**src/eeprom_front_end_pkg.sv**
```systemverilog
// constants, types and states for the two-wire memory client front end
// assumes a 250 mhz system clock and a host-driven serial clock on a pin
package eeprom_front_end_pkg;

    // device-type code is arbitrary here, set to suit the system
    localparam logic [3:0] DEVICE_TYPE_CODE = 4'h6;

    localparam int ADDR_W      = 15;
    localparam int PAGE_BITS   = 6;
    localparam int BIT_LAST    = 7;
    localparam int TIMER_W     = 21;
    localparam int FIFO_DEPTH  = 4;

    // control byte fields
    localparam int CTRL_TYPE_MSB = 7;
    localparam int CTRL_TYPE_LSB = 4;
    localparam int CTRL_CS_HIGH  = 3;
    localparam int CTRL_CS_MID   = 2;
    localparam int CTRL_CS_LOW   = 1;
    localparam int CTRL_RW       = 0;

    // synchroniser lanes
    localparam int SYNC_W       = 7;
    localparam int LANE_SCL     = 0;
    localparam int LANE_SDA     = 1;
    localparam int LANE_CS_LOW  = 2;
    localparam int LANE_CS_MID  = 3;
    localparam int LANE_CS_HIGH = 4;
    localparam int LANE_WP      = 5;
    localparam int LANE_SINGLE  = 6;

    // internal write cycle, longest time; the count is exact, 1250000 clocks
    localparam int WRITE_CYCLE_MS   = 5;
    localparam int CLK_FREQ_KHZ     = 250000;
    localparam int WRITE_CYCLE_CLKS = WRITE_CYCLE_MS * CLK_FREQ_KHZ;

    typedef enum logic [2:0] {
        ST_IDLE,
        ST_RECV,
        ST_ACK,
        ST_SEND,
        ST_HOST_ACK
    } bus_state_t;

    typedef enum logic [1:0] {
        K_CTRL,
        K_ADDR_HI,
        K_ADDR_LO,
        K_DATA
    } byte_kind_t;

    typedef struct packed {
        logic [ADDR_W-1:0] addr;
        logic [7:0]        data;
    } wr_word_t;

endpackage : eeprom_front_end_pkg

```
**src/eeprom_two_wire_client_front_end.sv**
```systemverilog
// two-wire client front end with its write-data fifo
// assumes serial pins and straps are asynchronous to clk_sys and that
// read_data always shows the byte at word_addr
`timescale 1ns/100ps
`default_nettype none

module write_word_fifo #(
    parameter int WIDTH = 23,
    parameter int DEPTH = 4
) (
    input  wire logic             clk_sys,
    input  wire logic             rst,
    input  wire logic             clk_en,
    input  wire logic             in_valid,
    output logic                  in_ready,
    input  wire logic [WIDTH-1:0] in_data,
    output logic                  out_valid,
    input  wire logic             out_ready,
    output logic [WIDTH-1:0]      out_data
);
    localparam int PTR_W = $clog2(DEPTH);

    logic [WIDTH-1:0] mem_reg [DEPTH];
    logic [PTR_W:0]   wr_ptr_reg;
    logic [PTR_W:0]   rd_ptr_reg;
    wire              fifo_empty;
    wire              fifo_full;
    wire              do_push;
    wire              do_pop;

    assign fifo_empty = (wr_ptr_reg == rd_ptr_reg);
    assign fifo_full  = (wr_ptr_reg[PTR_W] != rd_ptr_reg[PTR_W]) &&
                        (wr_ptr_reg[PTR_W-1:0] == rd_ptr_reg[PTR_W-1:0]);
    assign in_ready   = ~fifo_full;
    assign out_valid  = ~fifo_empty;
    assign do_push    = clk_en & in_valid & ~fifo_full;
    assign do_pop     = clk_en & out_ready & ~fifo_empty;
    assign out_data   = mem_reg[rd_ptr_reg[PTR_W-1:0]];

    always_ff @(posedge clk_sys or posedge rst) begin
        if (rst) begin
            wr_ptr_reg <= '0;
            rd_ptr_reg <= '0;
        end else begin
            if (do_push) wr_ptr_reg <= wr_ptr_reg + 1'b1;
            if (do_pop)  rd_ptr_reg <= rd_ptr_reg + 1'b1;
        end
    end

    // storage needs no reset; valid is carried by the pointers
    always_ff @(posedge clk_sys) begin
        if (do_push) mem_reg[wr_ptr_reg[PTR_W-1:0]] <= in_data;
    end

endmodule : write_word_fifo

module eeprom_two_wire_client_front_end #(
    parameter logic [eeprom_front_end_pkg::TIMER_W-1:0] WRITE_CYCLE_CLKS =
        eeprom_front_end_pkg::TIMER_W'(eeprom_front_end_pkg::WRITE_CYCLE_CLKS)
) (
    input  wire logic                                   clk_sys,
    input  wire logic                                   rst,
    input  wire logic                                   clk_en,
    input  wire logic                                   scl_in,
    input  wire logic                                   sda_in,
    output logic                                        sda_out,
    output logic                                        sda_oe,
    input  wire logic                                   chip_select_pin_low,
    input  wire logic                                   chip_select_pin_mid,
    input  wire logic                                   chip_select_pin_high,
    input  wire logic                                   write_protect,
    input  wire logic                                   single_select_mode,
    input  wire logic [7:0]                             read_data,
    output logic                                        read_load,
    output logic [eeprom_front_end_pkg::ADDR_W-1:0]     word_addr,
    output logic                                        wr_valid,
    input  wire logic                                   wr_ready,
    output eeprom_front_end_pkg::wr_word_t              wr_word,
    output logic                                        write_commit,
    output logic                                        write_discard,
    output logic                                        busy
);
    // pin synchroniser: s1 feeds only s2
    logic [eeprom_front_end_pkg::SYNC_W-1:0] sync1_reg;
    logic [eeprom_front_end_pkg::SYNC_W-1:0] sync2_reg;
    logic [eeprom_front_end_pkg::SYNC_W-1:0] sync3_reg;
    logic [eeprom_front_end_pkg::SYNC_W-1:0] filt_reg;
    logic                                    scl_prev_reg;
    logic                                    sda_prev_reg;
    wire  [eeprom_front_end_pkg::SYNC_W-1:0] pins_raw;

    assign pins_raw = {single_select_mode, write_protect, chip_select_pin_high,
                       chip_select_pin_mid, chip_select_pin_low, sda_in, scl_in};

    always_ff @(posedge clk_sys or posedge rst) begin
        if (rst) begin
            sync1_reg <= '1;
            sync2_reg <= '1;
            sync3_reg <= '1;
        end else if (clk_en) begin
            sync1_reg <= pins_raw;
            sync2_reg <= sync1_reg;
            sync3_reg <= sync2_reg;
        end
    end

    // a change counts only once stages two and three agree
    genvar gi;
    generate
        for (gi = 0; gi < eeprom_front_end_pkg::SYNC_W; gi++) begin : g_filt
            always_ff @(posedge clk_sys or posedge rst) begin
                if (rst)
                    filt_reg[gi] <= 1'b1;
                else if (clk_en && (sync2_reg[gi] == sync3_reg[gi]))
                    filt_reg[gi] <= sync3_reg[gi];
            end
        end
    endgenerate

    always_ff @(posedge clk_sys or posedge rst) begin
        if (rst) begin
            scl_prev_reg <= 1'b1;
            sda_prev_reg <= 1'b1;
        end else if (clk_en) begin
            scl_prev_reg <= filt_reg[eeprom_front_end_pkg::LANE_SCL];
            sda_prev_reg <= filt_reg[eeprom_front_end_pkg::LANE_SDA];
        end
    end

    wire scl_f;
    wire sda_f;
    wire scl_rise;
    wire scl_fall;
    wire start_det;
    wire stop_det;

    assign scl_f     = filt_reg[eeprom_front_end_pkg::LANE_SCL];
    assign sda_f     = filt_reg[eeprom_front_end_pkg::LANE_SDA];
    assign scl_rise  = scl_f & ~scl_prev_reg;
    assign scl_fall  = ~scl_f & scl_prev_reg;
    assign start_det = scl_f & scl_prev_reg & ~sda_f & sda_prev_reg;
    assign stop_det  = scl_f & scl_prev_reg & sda_f & ~sda_prev_reg;

    // control byte decode
    eeprom_front_end_pkg::bus_state_t       state_reg;
    eeprom_front_end_pkg::bus_state_t       state_next;
    eeprom_front_end_pkg::byte_kind_t       kind_reg;
    eeprom_front_end_pkg::byte_kind_t       kind_next;
    logic [2:0]                             bit_cnt_reg;
    logic [2:0]                             bit_cnt_next;
    logic [7:0]                             shift_reg;
    logic [7:0]                             shift_next;
    logic [eeprom_front_end_pkg::ADDR_W-1:0] addr_reg;
    logic [eeprom_front_end_pkg::ADDR_W-1:0] addr_next;
    logic                                   rw_reg;
    logic                                   rw_next;
    logic                                   full_reg;
    logic                                   full_next;
    logic                                   oe_reg;
    logic                                   oe_next;
    logic                                   got_data_reg;
    logic                                   got_data_next;
    logic [eeprom_front_end_pkg::TIMER_W-1:0] timer_reg;
    logic [eeprom_front_end_pkg::TIMER_W-1:0] timer_next;
    logic                                   commit_reg;
    logic                                   commit_next;
    logic                                   discard_reg;
    logic                                   discard_next;
    logic                                   rload_reg;
    logic                                   rload_next;
    logic                                   push;
    wire                                    fifo_in_ready;
    wire                                    type_match;
    wire                                    cs_match;
    wire                                    ctrl_match;
    wire                                    busy_now;
    wire                                    ack_ok;
    wire [eeprom_front_end_pkg::ADDR_W-1:0] addr_page_inc;
    eeprom_front_end_pkg::wr_word_t         push_word;

    assign type_match = (shift_reg[eeprom_front_end_pkg::CTRL_TYPE_MSB:
                                   eeprom_front_end_pkg::CTRL_TYPE_LSB] ==
                         eeprom_front_end_pkg::DEVICE_TYPE_CODE);
    // single variant ignores the two lower select bits
    assign cs_match =
        (shift_reg[eeprom_front_end_pkg::CTRL_CS_HIGH] ==
         filt_reg[eeprom_front_end_pkg::LANE_CS_HIGH]) &&
        (filt_reg[eeprom_front_end_pkg::LANE_SINGLE] ||
         ((shift_reg[eeprom_front_end_pkg::CTRL_CS_MID] ==
           filt_reg[eeprom_front_end_pkg::LANE_CS_MID]) &&
          (shift_reg[eeprom_front_end_pkg::CTRL_CS_LOW] ==
           filt_reg[eeprom_front_end_pkg::LANE_CS_LOW])));
    assign ctrl_match = type_match & cs_match;
    assign busy_now   = (timer_reg != '0);

    // a full fifo refuses the byte by withholding the acknowledge
    assign ack_ok = ~busy_now &&
                    ((kind_reg == eeprom_front_end_pkg::K_CTRL) ? ctrl_match :
                     (kind_reg == eeprom_front_end_pkg::K_DATA) ? fifo_in_ready :
                     1'b1);

    // page offset wraps so older bytes of the page are overwritten
    assign addr_page_inc = {addr_reg[eeprom_front_end_pkg::ADDR_W-1:
                                     eeprom_front_end_pkg::PAGE_BITS],
                            addr_reg[eeprom_front_end_pkg::PAGE_BITS-1:0] +
                            eeprom_front_end_pkg::PAGE_BITS'(1)};
    assign push_word.addr = addr_reg;
    assign push_word.data = shift_reg;

    always_comb begin
        state_next    = state_reg;
        kind_next     = kind_reg;
        bit_cnt_next  = bit_cnt_reg;
        shift_next    = shift_reg;
        addr_next     = addr_reg;
        rw_next       = rw_reg;
        full_next     = full_reg;
        oe_next       = oe_reg;
        got_data_next = got_data_reg;
        timer_next    = busy_now ? timer_reg - 1'b1 : timer_reg;
        commit_next   = 1'b0;
        discard_next  = 1'b0;
        rload_next    = 1'b0;
        push          = 1'b0;
        if (start_det) begin
            // address is kept across a repeated start
            state_next    = eeprom_front_end_pkg::ST_RECV;
            kind_next     = eeprom_front_end_pkg::K_CTRL;
            bit_cnt_next  = 3'h0;
            full_next     = 1'b0;
            oe_next       = 1'b0;
            got_data_next = 1'b0;
        end else if (stop_det) begin
            state_next = eeprom_front_end_pkg::ST_IDLE;
            oe_next    = 1'b0;
            if (got_data_reg && !rw_reg) begin
                if (filt_reg[eeprom_front_end_pkg::LANE_WP]) begin
                    discard_next = 1'b1;
                end else begin
                    commit_next = 1'b1;
                    timer_next  = WRITE_CYCLE_CLKS;
                end
            end
        end else begin
            case (state_reg)
                eeprom_front_end_pkg::ST_RECV: begin
                    if (scl_rise) begin
                        shift_next   = {shift_reg[6:0], sda_f};
                        bit_cnt_next = bit_cnt_reg + 3'h1;
                        if (bit_cnt_reg == 3'(eeprom_front_end_pkg::BIT_LAST))
                            full_next = 1'b1;
                    end else if (scl_fall && full_reg) begin
                        full_next    = 1'b0;
                        bit_cnt_next = 3'h0;
                        if (ack_ok) begin
                            state_next = eeprom_front_end_pkg::ST_ACK;
                            oe_next    = 1'b1;
                            case (kind_reg)
                                eeprom_front_end_pkg::K_CTRL:
                                    rw_next = shift_reg[eeprom_front_end_pkg::CTRL_RW];
                                eeprom_front_end_pkg::K_ADDR_HI:
                                    addr_next[14:8] = shift_reg[6:0];
                                eeprom_front_end_pkg::K_ADDR_LO:
                                    addr_next[7:0] = shift_reg;
                                default: begin
                                    push          = 1'b1;
                                    got_data_next = 1'b1;
                                    addr_next     = addr_page_inc;
                                end
                            endcase
                        end else begin
                            state_next = eeprom_front_end_pkg::ST_IDLE;
                            oe_next    = 1'b0;
                        end
                    end
                end
                eeprom_front_end_pkg::ST_ACK: begin
                    if (scl_fall) begin
                        if (kind_reg == eeprom_front_end_pkg::K_CTRL && rw_reg) begin
                            state_next = eeprom_front_end_pkg::ST_SEND;
                            shift_next = read_data;
                            oe_next    = ~read_data[7];
                            rload_next = 1'b1;
                            addr_next  = addr_reg + 1'b1;
                        end else begin
                            state_next = eeprom_front_end_pkg::ST_RECV;
                            oe_next    = 1'b0;
                            case (kind_reg)
                                eeprom_front_end_pkg::K_CTRL:
                                    kind_next = eeprom_front_end_pkg::K_ADDR_HI;
                                eeprom_front_end_pkg::K_ADDR_HI:
                                    kind_next = eeprom_front_end_pkg::K_ADDR_LO;
                                default:
                                    kind_next = eeprom_front_end_pkg::K_DATA;
                            endcase
                        end
                    end
                end
                eeprom_front_end_pkg::ST_SEND: begin
                    if (scl_fall) begin
                        bit_cnt_next = bit_cnt_reg + 3'h1;
                        if (bit_cnt_reg == 3'(eeprom_front_end_pkg::BIT_LAST)) begin
                            state_next = eeprom_front_end_pkg::ST_HOST_ACK;
                            oe_next    = 1'b0;
                        end else begin
                            shift_next = {shift_reg[6:0], 1'b0};
                            oe_next    = ~shift_reg[6];
                        end
                    end
                end
                eeprom_front_end_pkg::ST_HOST_ACK: begin
                    if (scl_rise) begin
                        full_next = ~sda_f;
                    end else if (scl_fall) begin
                        full_next    = 1'b0;
                        bit_cnt_next = 3'h0;
                        if (full_reg) begin
                            state_next = eeprom_front_end_pkg::ST_SEND;
                            shift_next = read_data;
                            oe_next    = ~read_data[7];
                            rload_next = 1'b1;
                            addr_next  = addr_reg + 1'b1;
                        end else begin
                            // host nack ends the read with the line released
                            state_next = eeprom_front_end_pkg::ST_IDLE;
                        end
                    end
                end
                // idle: bits ignored until a start; a stop still commits or discards a pending write
                default: state_next = eeprom_front_end_pkg::ST_IDLE;
            endcase
        end
    end

    always_ff @(posedge clk_sys or posedge rst) begin
        if (rst) begin
            state_reg    <= eeprom_front_end_pkg::ST_IDLE;
            kind_reg     <= eeprom_front_end_pkg::K_CTRL;
            bit_cnt_reg  <= 3'h0;
            shift_reg    <= 8'h00;
            addr_reg     <= '0;
            rw_reg       <= 1'b0;
            full_reg     <= 1'b0;
            oe_reg       <= 1'b0;
            got_data_reg <= 1'b0;
            timer_reg    <= '0;
            commit_reg   <= 1'b0;
            discard_reg  <= 1'b0;
            rload_reg    <= 1'b0;
        end else if (clk_en) begin
            state_reg    <= state_next;
            kind_reg     <= kind_next;
            bit_cnt_reg  <= bit_cnt_next;
            shift_reg    <= shift_next;
            addr_reg     <= addr_next;
            rw_reg       <= rw_next;
            full_reg     <= full_next;
            oe_reg       <= oe_next;
            got_data_reg <= got_data_next;
            timer_reg    <= timer_next;
            commit_reg   <= commit_next;
            discard_reg  <= discard_next;
            rload_reg    <= rload_next;
        end
    end

    write_word_fifo #(
        .WIDTH ($bits(eeprom_front_end_pkg::wr_word_t)),
        .DEPTH (eeprom_front_end_pkg::FIFO_DEPTH)
    ) u_fifo (
        .clk_sys   (clk_sys),
        .rst       (rst),
        .clk_en    (clk_en),
        .in_valid  (push),
        .in_ready  (fifo_in_ready),
        .in_data   (push_word),
        .out_valid (wr_valid),
        .out_ready (wr_ready),
        .out_data  (wr_word)
    );

    // open drain: only ever pulls low
    assign sda_out       = 1'b0;
    assign sda_oe        = oe_reg;
    assign word_addr     = addr_reg;
    assign read_load     = rload_reg;
    assign write_commit  = commit_reg;
    assign write_discard = discard_reg;
    assign busy          = busy_now;

endmodule : eeprom_two_wire_client_front_end

`default_nettype wire

```
**config.mk**
```make
export PLATFORM = sky130hd
export DESIGN_NAME = eeprom_two_wire_client_front_end
export DESIGN_NICKNAME = d
export VERILOG_FILES = /design/src/eeprom_front_end_pkg.sv /design/src/eeprom_two_wire_client_front_end.sv
export SDC_FILE = /design/constraint.sdc
export NUM_CORES = 1
export LEC_CHECK = 0
export BUFFER_PORTS_ARGS = -buffer_cell sky130_fd_sc_hd__buf_2
export CORE_UTILIZATION = 40
export CTS_CLUSTER_SIZE = 30
export DETAILED_ROUTE_END_ITERATION = 7
export GPL_TIMING_DRIVEN = 0
export HOLD_SLACK_MARGIN = 0.15
export SLEW_MARGIN = 20
export SYNTH_ARGS = -nofsm -noshare
export SYNTH_HDL_FRONTEND = slang
export SYNTH_HIERARCHICAL = 1
export SYNTH_SLANG_ARGS = --single-unit
```
**constraint.sdc**
```tcl
create_clock -name clk_sys -period 3.74 [get_ports clk_sys]
set_input_delay 0.187 -clock clk_sys [delete_from_list [all_inputs] [get_ports clk_sys]]
set_output_delay 0.187 -clock clk_sys [all_outputs]
set_load 0.005 [all_outputs]
```
==> results.md, run 1 <==
- Status: complete, no violations
- Total Power: 6.380 mW
- Crit Path Category: register to register
- Final wirelength: between 20 and 25 mm
- Asr flop ratio synth: 0.5080
- Post-DRT Antenna Nets: 0
- CTS Root Cell: clkbuf_16
- Maximum VDD drop: 0.3764 mV
- DRC errors left: 0
- Number of fill cells: 1878
- Max FO, Critical Path: 12
- DP Worst Slack: -340.0 ps
- Crit path capture type: register
- Port buffer count: just over 60
- Cells after synthesis: approximately 700
- Pin count of the biggest net entering global routing: between 50 and 60
- Post-Syn Area: 8808 sq um
- Initial Util: 0.4138
- Top Ports: 64
- Final nets: 834
- Syn. warnings: 6
- Total gr overflow: 0
- First-pass iteration count of the detailed router: 5
- Unique masters post-synth: 79
- Pleak: 3.991 nW
- Compound-Gate Fraction of Synth Area: 0.1071
- Via count: 6084
- Primary FF master, synth: edfxtp_1
- Final GP Congestion: approximately 0.88
- GRT Util Overall: 0.1921
- Sink Count: roughly 190
- Fmax: 276.0 MHz
- Register area share after synthesis: 0.5878
- Number of flip-flops in the largest register: 92
- Crit start category: register
- Vias in the first global route: 6067
- Post-synth top area cell: edfxtp_1
- Drt first-iter violations: 373
- CTS Buf Count: 17
- Final setup vio count: 0
- Synthesized area per cell: 12.67 sq um
- Max-Cap Viols: 0
- Core Region: 21290 sq um
- Most common library cells after synthesis: edfxtp_1, dfrtp_1, o21ai_0, nand2_1, nor2_1
- Final Hold Vio Count: 0
- Antenna cells: 0
- # H-tree levels: 4
- Final max-slew violation count: 0
- Clk buf depth: 2
- Global-route wire length before repair: roughly 33 mm
- HP Class: input pin to asynchronous set/reset pin
- Proportion of layout cells with a drive suffix above 1: 0.2672
- Critical Path RT: 3860 ps
- Die Ht: between 150 and 200 um
- Post-synthesis xor/xnor area fraction: 0.02997
- Synth top area share: 0.3136
- Tmin final: 3624 ps
- Number of synthesized flops with an enable pin: 92
- Die Area: ~23000 sq um
- Largest cells by area after synthesis: edfxtp_1, dfrtp_1, dfstp_2, mux4_2, o21ai_0
- Die width: 150.4 um
- Post-synthesis mux area share: 0.1003
- Synth Area in Adders: 0.01705
- DPL Wire Length: ~13 mm
- PD cells: approximately 620 nW/um^2
- Seq cells post-synth: about 190
- Mapped Nets: a little over 700
- Worst EP arrival: 3740 ps
- Post-Synth Simple-Gate Area: 0.1274
- Slew headroom: 0.2403
- Area grow syn2layout: 17.64%
- Number of cell rows: 53
- Drt wl/cell: 18.58 um
- Initial antenna violation count: 0
- Most frequent cell after synthesis: edfxtp_1
- Setup TNS: 0 ps
- Worst slew pin tran: 1129 ps
- Clock Skews: just over 10 ps
- Final WS setup: 116.3 ps
- Largest family of logic cells by synthesized area: simple AND/OR/NAND/NOR gates
- Worst-path clk slew: 70 ps
- Drt via density: 5.577
- Final period util: 0.9689
- Clock latency on the worst-skew pair: between 400 and 500 ps
- CTS tree: built
[through the flow]
| stage | cell area [sq um] | util | std cells | hold WS, ps |
|---|---|---|---|---|
| after floorplan | 8815 | - | 695 | -22.04 |
| final | 10360 | 0.4868 | 1091 | 242.7 |
| after global routing | 10360 | 0.4868 | 1091 | 271.1 |
| after global placement | 9469 | 0.4448 | 1032 | 121.5 |
| after detailed placement | 9535 | 0.4480 | 1034 | 148.0 |
| after CTS | 10340 | 0.4857 | 1088 | 243.3 |
[worst max-delay path: stages (launching register included)]
cell	delay, ps
dfrtp_1	380
inv_1	90
ha_1	190
or4b_1	480
or4_4	490
nor4b_4	330
buf_6	200
nand4_4	120
nor2_1	220
nand2_1	120
a31oi_4	330
and2_4	340
[final timing paths]
path                                             end            from  cells after the start  slack, ps
worst max-delay path            u_fifo/mem_reg[0][4]    timer_reg[0]                     11        120
worst min-delay path            u_fifo/rd_ptr_reg[0]             rst                      3        240
worst max register to register  u_fifo/mem_reg[0][4]    timer_reg[0]                     11        120
worst min register to register        bit_cnt_reg[0]  bit_cnt_reg[0]                      1        480
max in group asynchronous               sync1_reg[0]             rst                      4       2720
min in group clk_sys            u_fifo/rd_ptr_reg[0]          clk_en                      4        270
[per-layer routing]
metal,vias to the layer above,GRT usage,share of wire
li1,2815,-,-
met1,3032,0.2424,0.43
met2,203,0.3221,0.49
met3,34,0.04121,0.054
met4,0,0.07424,0.019
met5,-,0,0
[report_power, final]
group | total (mW) | switching, mW | internal (mW) | leakage, nW
Sequential | 2.87 | 0.362 | 2.50 | 1.99
Combinational | 1.69 | 0.932 | 0.756 | 1.71
Clock | 1.82 | 0.821 | 1.00 | 0.285
[timing repair]
action                     CTS  global route
gates cloned                 3             1
setup endpoints to repair   88            57
buffers inserted             2             2
resized for setup            6             0
hold buffers                17             0
pin swaps                    4             2
hold endpoints to repair    56             0
[cell usage in the layout (no fill, tap or decap), types with 19 or more instances in the layout]
| cell type | netlist | routed |
|---|---|---|
| inv_1 | 28 | 27 |
| dfstp_2 | 30 | 30 |
| o21ai_0 | 60 | 60 |
| nand2_1 | 54 | 54 |
| mux2_2 | 19 | 19 |
| a21oi_1 | 27 | 27 |
| edfxtp_1 | 92 | 92 |
| nor2_1 | 31 | 31 |
| buf_2 | 1 | 63 |
| dfrtp_1 | 65 | 65 |
| mux4_2 | 23 | 23 |
| nand3_1 | 24 | 24 |
| clkbuf_1 | 23 | 25 |
[cell families after synthesis]
group	Yosys count
adders and majority gates	12
buffers and inverters	59
AOI/OAI and AO/OA	148
other	1
muxes	56
and+or+nand+nor	207
xor gates and xnor gates	25
DFF	187
[area by class of cell]
| cell class | instances | area, sq um | area share |
|---|---|---|---|
| Tap cell | 275 | 344.1 | 0.03320 |
| Sequential cell | 187 | 5177 | 0.4996 |
| Clock inverter | 13 | 156.4 | 0.01509 |
| Clock buffer | 19 | 432.9 | 0.04178 |
| Buffer | 31 | 158.9 | 0.01533 |
| Timing Repair Buffer | 85 | 565.5 | 0.05458 |
| Multi-Input combinational cell | 453 | 3420 | 0.3300 |
| Inverter | 28 | 107.6 | 0.01038 |
No activity file was read; power rests on OpenSTA's default activity.
==> run 2, diff against run 1 <==
Settings changed: PLACE_DENSITY set to 0.69.
==> run 2 against run 1 <==
Effect of this change:
- combinational power about the same
- hold slack improved by 13 ps
- via count decreased by 0.89%
- sequential share of layout area about the same
- clock skew increased by 4.5 ps
- global-route usage decreased by 1.8 points
- first-iteration DRC count increased by 51%
- cell area about the same
- critical path type unchanged
- maximum frequency increased by 3.2%
- critical path depth increased by 1
- routed wire length decreased by 4.6%
==> results.md, run 2 (synthesized netlist as in run 1, its figures left out) <==
- Final max-slew violation count: 0 (unchanged)
- Initial Util: 0.4138 (unchanged)
- Final nets: 834 (unchanged)
- Crit path capture type: register
- Proportion of layout cells with a drive suffix above 1: 0.2672 (unchanged)
- Number of flip-flops in the largest register: 92 (unchanged)
- Worst EP arrival: 3630 ps (-110 ps)
- Final wirelength: 19.33 mm (-4.6%)
- Core Region: 21290 sq um (unchanged)
- RSZ-0062 raised after global routing: no
- Global-route wire length before repair: 30.06 mm (-7.5%)
- Worst slew pin tran: 1009 ps (-120.3 ps)
- Largest stage delay, worst path: 480 ps (about the same)
- Non-Filler Instances: 1091 (unchanged)
- Worst Hold Slack: 255.4 ps (+12.73 ps)
- Clock latency on the worst-skew pair: 430 ps (about the same)
- Delay-heaviest family, CP: simple AND/OR/NAND/NOR gates
- Drt via density: 5.527 (-0.89%)
- Total gr overflow: 0 (unchanged)
- GRT Util Overall: 0.1742 (-0.01796)
- Setup TNS: 0 ps (unchanged)
- Initial antenna violation count: 0 (unchanged)
- CP max stage cell: or4_4
- Vias in the first global route: 5764 (-5.0%)
- Final GP Congestion: 0.8799 (-0.46%)
- Buf/Inv on CP: 3 (+1)
- Sink Count: 187 (unchanged)
- DRC errors left: 0 (unchanged)
- Clk buf depth: 2 (unchanged)
- Number of cell rows: 53 (unchanged)
- DPL Wire Length: 12.63 mm (-5.9%)
- Via count: 6030 (-0.89%)
- Internal: 4.202 mW (-1.5%)
- Final period util: 0.9391 (-0.02976)
- Sequential power share: 0.454 (+0.005)
- HP Class: input pin to asynchronous set/reset pin
- Pleak: 3.986 nW (-0.10%)
- PD cells: 607.4 nW/um^2 (-1.3%)
- Crit Path Category: register to register
- CTS Root Cell: clkbuf_16
- Most common cell after layout, fill and taps aside: edfxtp_1
- Maximum VDD drop: 0.3380 mV (-10%)
- Port buffer count: 62 (unchanged)
- Die width: 150.4 um (unchanged)
- Post-DRT Antenna Nets: 0 (unchanged)
- Final setup vio count: 0 (unchanged)
- Met2 WL: 9.332 mm (-6.6%)
- Placed Instances: 1034 (unchanged)
- Reg2Reg Depth: 12 (+1)
- Pin count of the biggest net entering global routing: 53 (-7.0%)
- # H-tree levels: 4 (unchanged)
- Die Ht: 150.4 um (unchanged)
- Final Hold Vio Count: 0 (unchanged)
- First-pass iteration count of the detailed router: 5 (unchanged)
- Drt wl/cell: 17.71 um (-4.6%)
- Drt first-iter violations: 564 (+51%)
- Metal3 WL: 965 um (-11%)
- Crit start category: register
- Antenna cells: 0 (unchanged)
- Status: complete, no violations
- WL met1: 8.798 mm (about the same)
- Area grow syn2layout: 17.71% (about the same)
- Slew headroom: 0.3222 (+0.08197)
- Sw Share: 0.3328 (+0.001214)
- Max FO, Critical Path: 12 (unchanged)
- Clock Skews: 14.83 ps (+4.530 ps)
- Top Ports: 64 (unchanged)
- Critical Path RT: 3850 ps (about the same)
- Worst-path clk slew: 70 ps (about the same)
- Die Area: 22620 sq um (unchanged)
- Clock power frac: 0.282 (-0.004)
- CTS tree: built
- Cell depth of the worst setup path: 12 (+1)
- Max-Cap Viols: 0 (unchanged)
- NetSw: 2.096 mW (-0.92%)
- Comb pwr share: 0.264 (about the same)
- Top sig layer: met4
- Tmin final: 3512 ps (-111.3 ps)
- CTS Buf Count: 17 (unchanged)
- Most frequent cells in the layout: edfxtp_1, dfrtp_1, buf_2
- Fmax: 284.7 MHz (+3.2%)
- Crit-path cells: inv_1 -> ha_1 -> or4b_1 -> or4_4 -> nor4b_4 -> buf_6 -> nand4_4 -> nor2_1 -> nand2_1 -> a31oi_4 -> buf_12 -> and2_4
## run 2: path summary, 6_finish.rpt
kind / start / endpoint / slack, ps
worst max-delay path: timer_reg[0] / u_fifo/mem_reg[1][6] / 230
worst min-delay path: rst / u_fifo/rd_ptr_reg[1] / 260
worst min register to register: sync3_reg[3] / filt_reg[3] / 480
worst max register to register: timer_reg[0] / u_fifo/mem_reg[1][6] / 230
min in group clk_sys: clk_en / u_fifo/rd_ptr_reg[0] / 270
max in group asynchronous: rst / scl_prev_reg / 2600
## run 2: through the flow
stage	cell area (sq um)	utilization	setup slack, ps	total power, mW
final	10370	0.4871	227.6	6.298
after global routing	10370	0.4871	76.14	6.625
after CTS	10310	0.4846	31.61	6.336
after detailed placement	9528	0.4476	-314.1	4.542
after global placement	9469	0.4448	-847.5	4.488
after floorplan	8815	-	66.14	4.010
## run 2: power by group through the flow
| stage | registers [mW] | clock network (mW) | logic [mW] |
|---|---|---|---|
| floorplan | 2.76 | 0 | 1.25 |
| global placement | 2.88 | 0 | 1.61 |
| detailed placement | 2.89 | 0 | 1.65 |
| CTS | 2.85 | 1.81 | 1.67 |
| global route | 2.90 | 1.88 | 1.84 |
| finish | 2.86 | 1.78 | 1.66 |
## run 2: timing repair
item | 4_1_cts | 5_1_grt
gates resized for setup | 3 | 3
pin swaps | 2 | 2
cloned | 1 | 3
setup buffers | 2 | 2
setup endpoints to repair | 85 | 57
hold endpoints to repair | 61 | 0
hold buffers | 17 | 0
## run 2: worst register-to-register path, delay by kind of cell, from the launching register on
| family | cells | cell delay, ps |
|---|---|---|
| compound gates | 1 | 190 |
| simple gates | 7 | 1990 |
| fa+ha+maj | 1 | 190 |
| buf+inv | 3 | 440 |
| flops | 1 | 380 |
## run 2: layer usage
metal	track usage	vias to the layer above
li1	-	2823
met1	0.2364	3001
met2	0.2843	183
met3	0.02788	23
met4	0.05758	0
met5	0	-
## run 2: final cells by class
class	instances	area, sq um
repair buffers	85	583.1
clock buffers	17	425.4
fillers	1856	10920
plain buffers	31	158.9
clock inverters	15	152.6
inverters	28	107.6
flip-flops and latches	187	5177
well taps	275	344.1
multi-input cells	453	3420
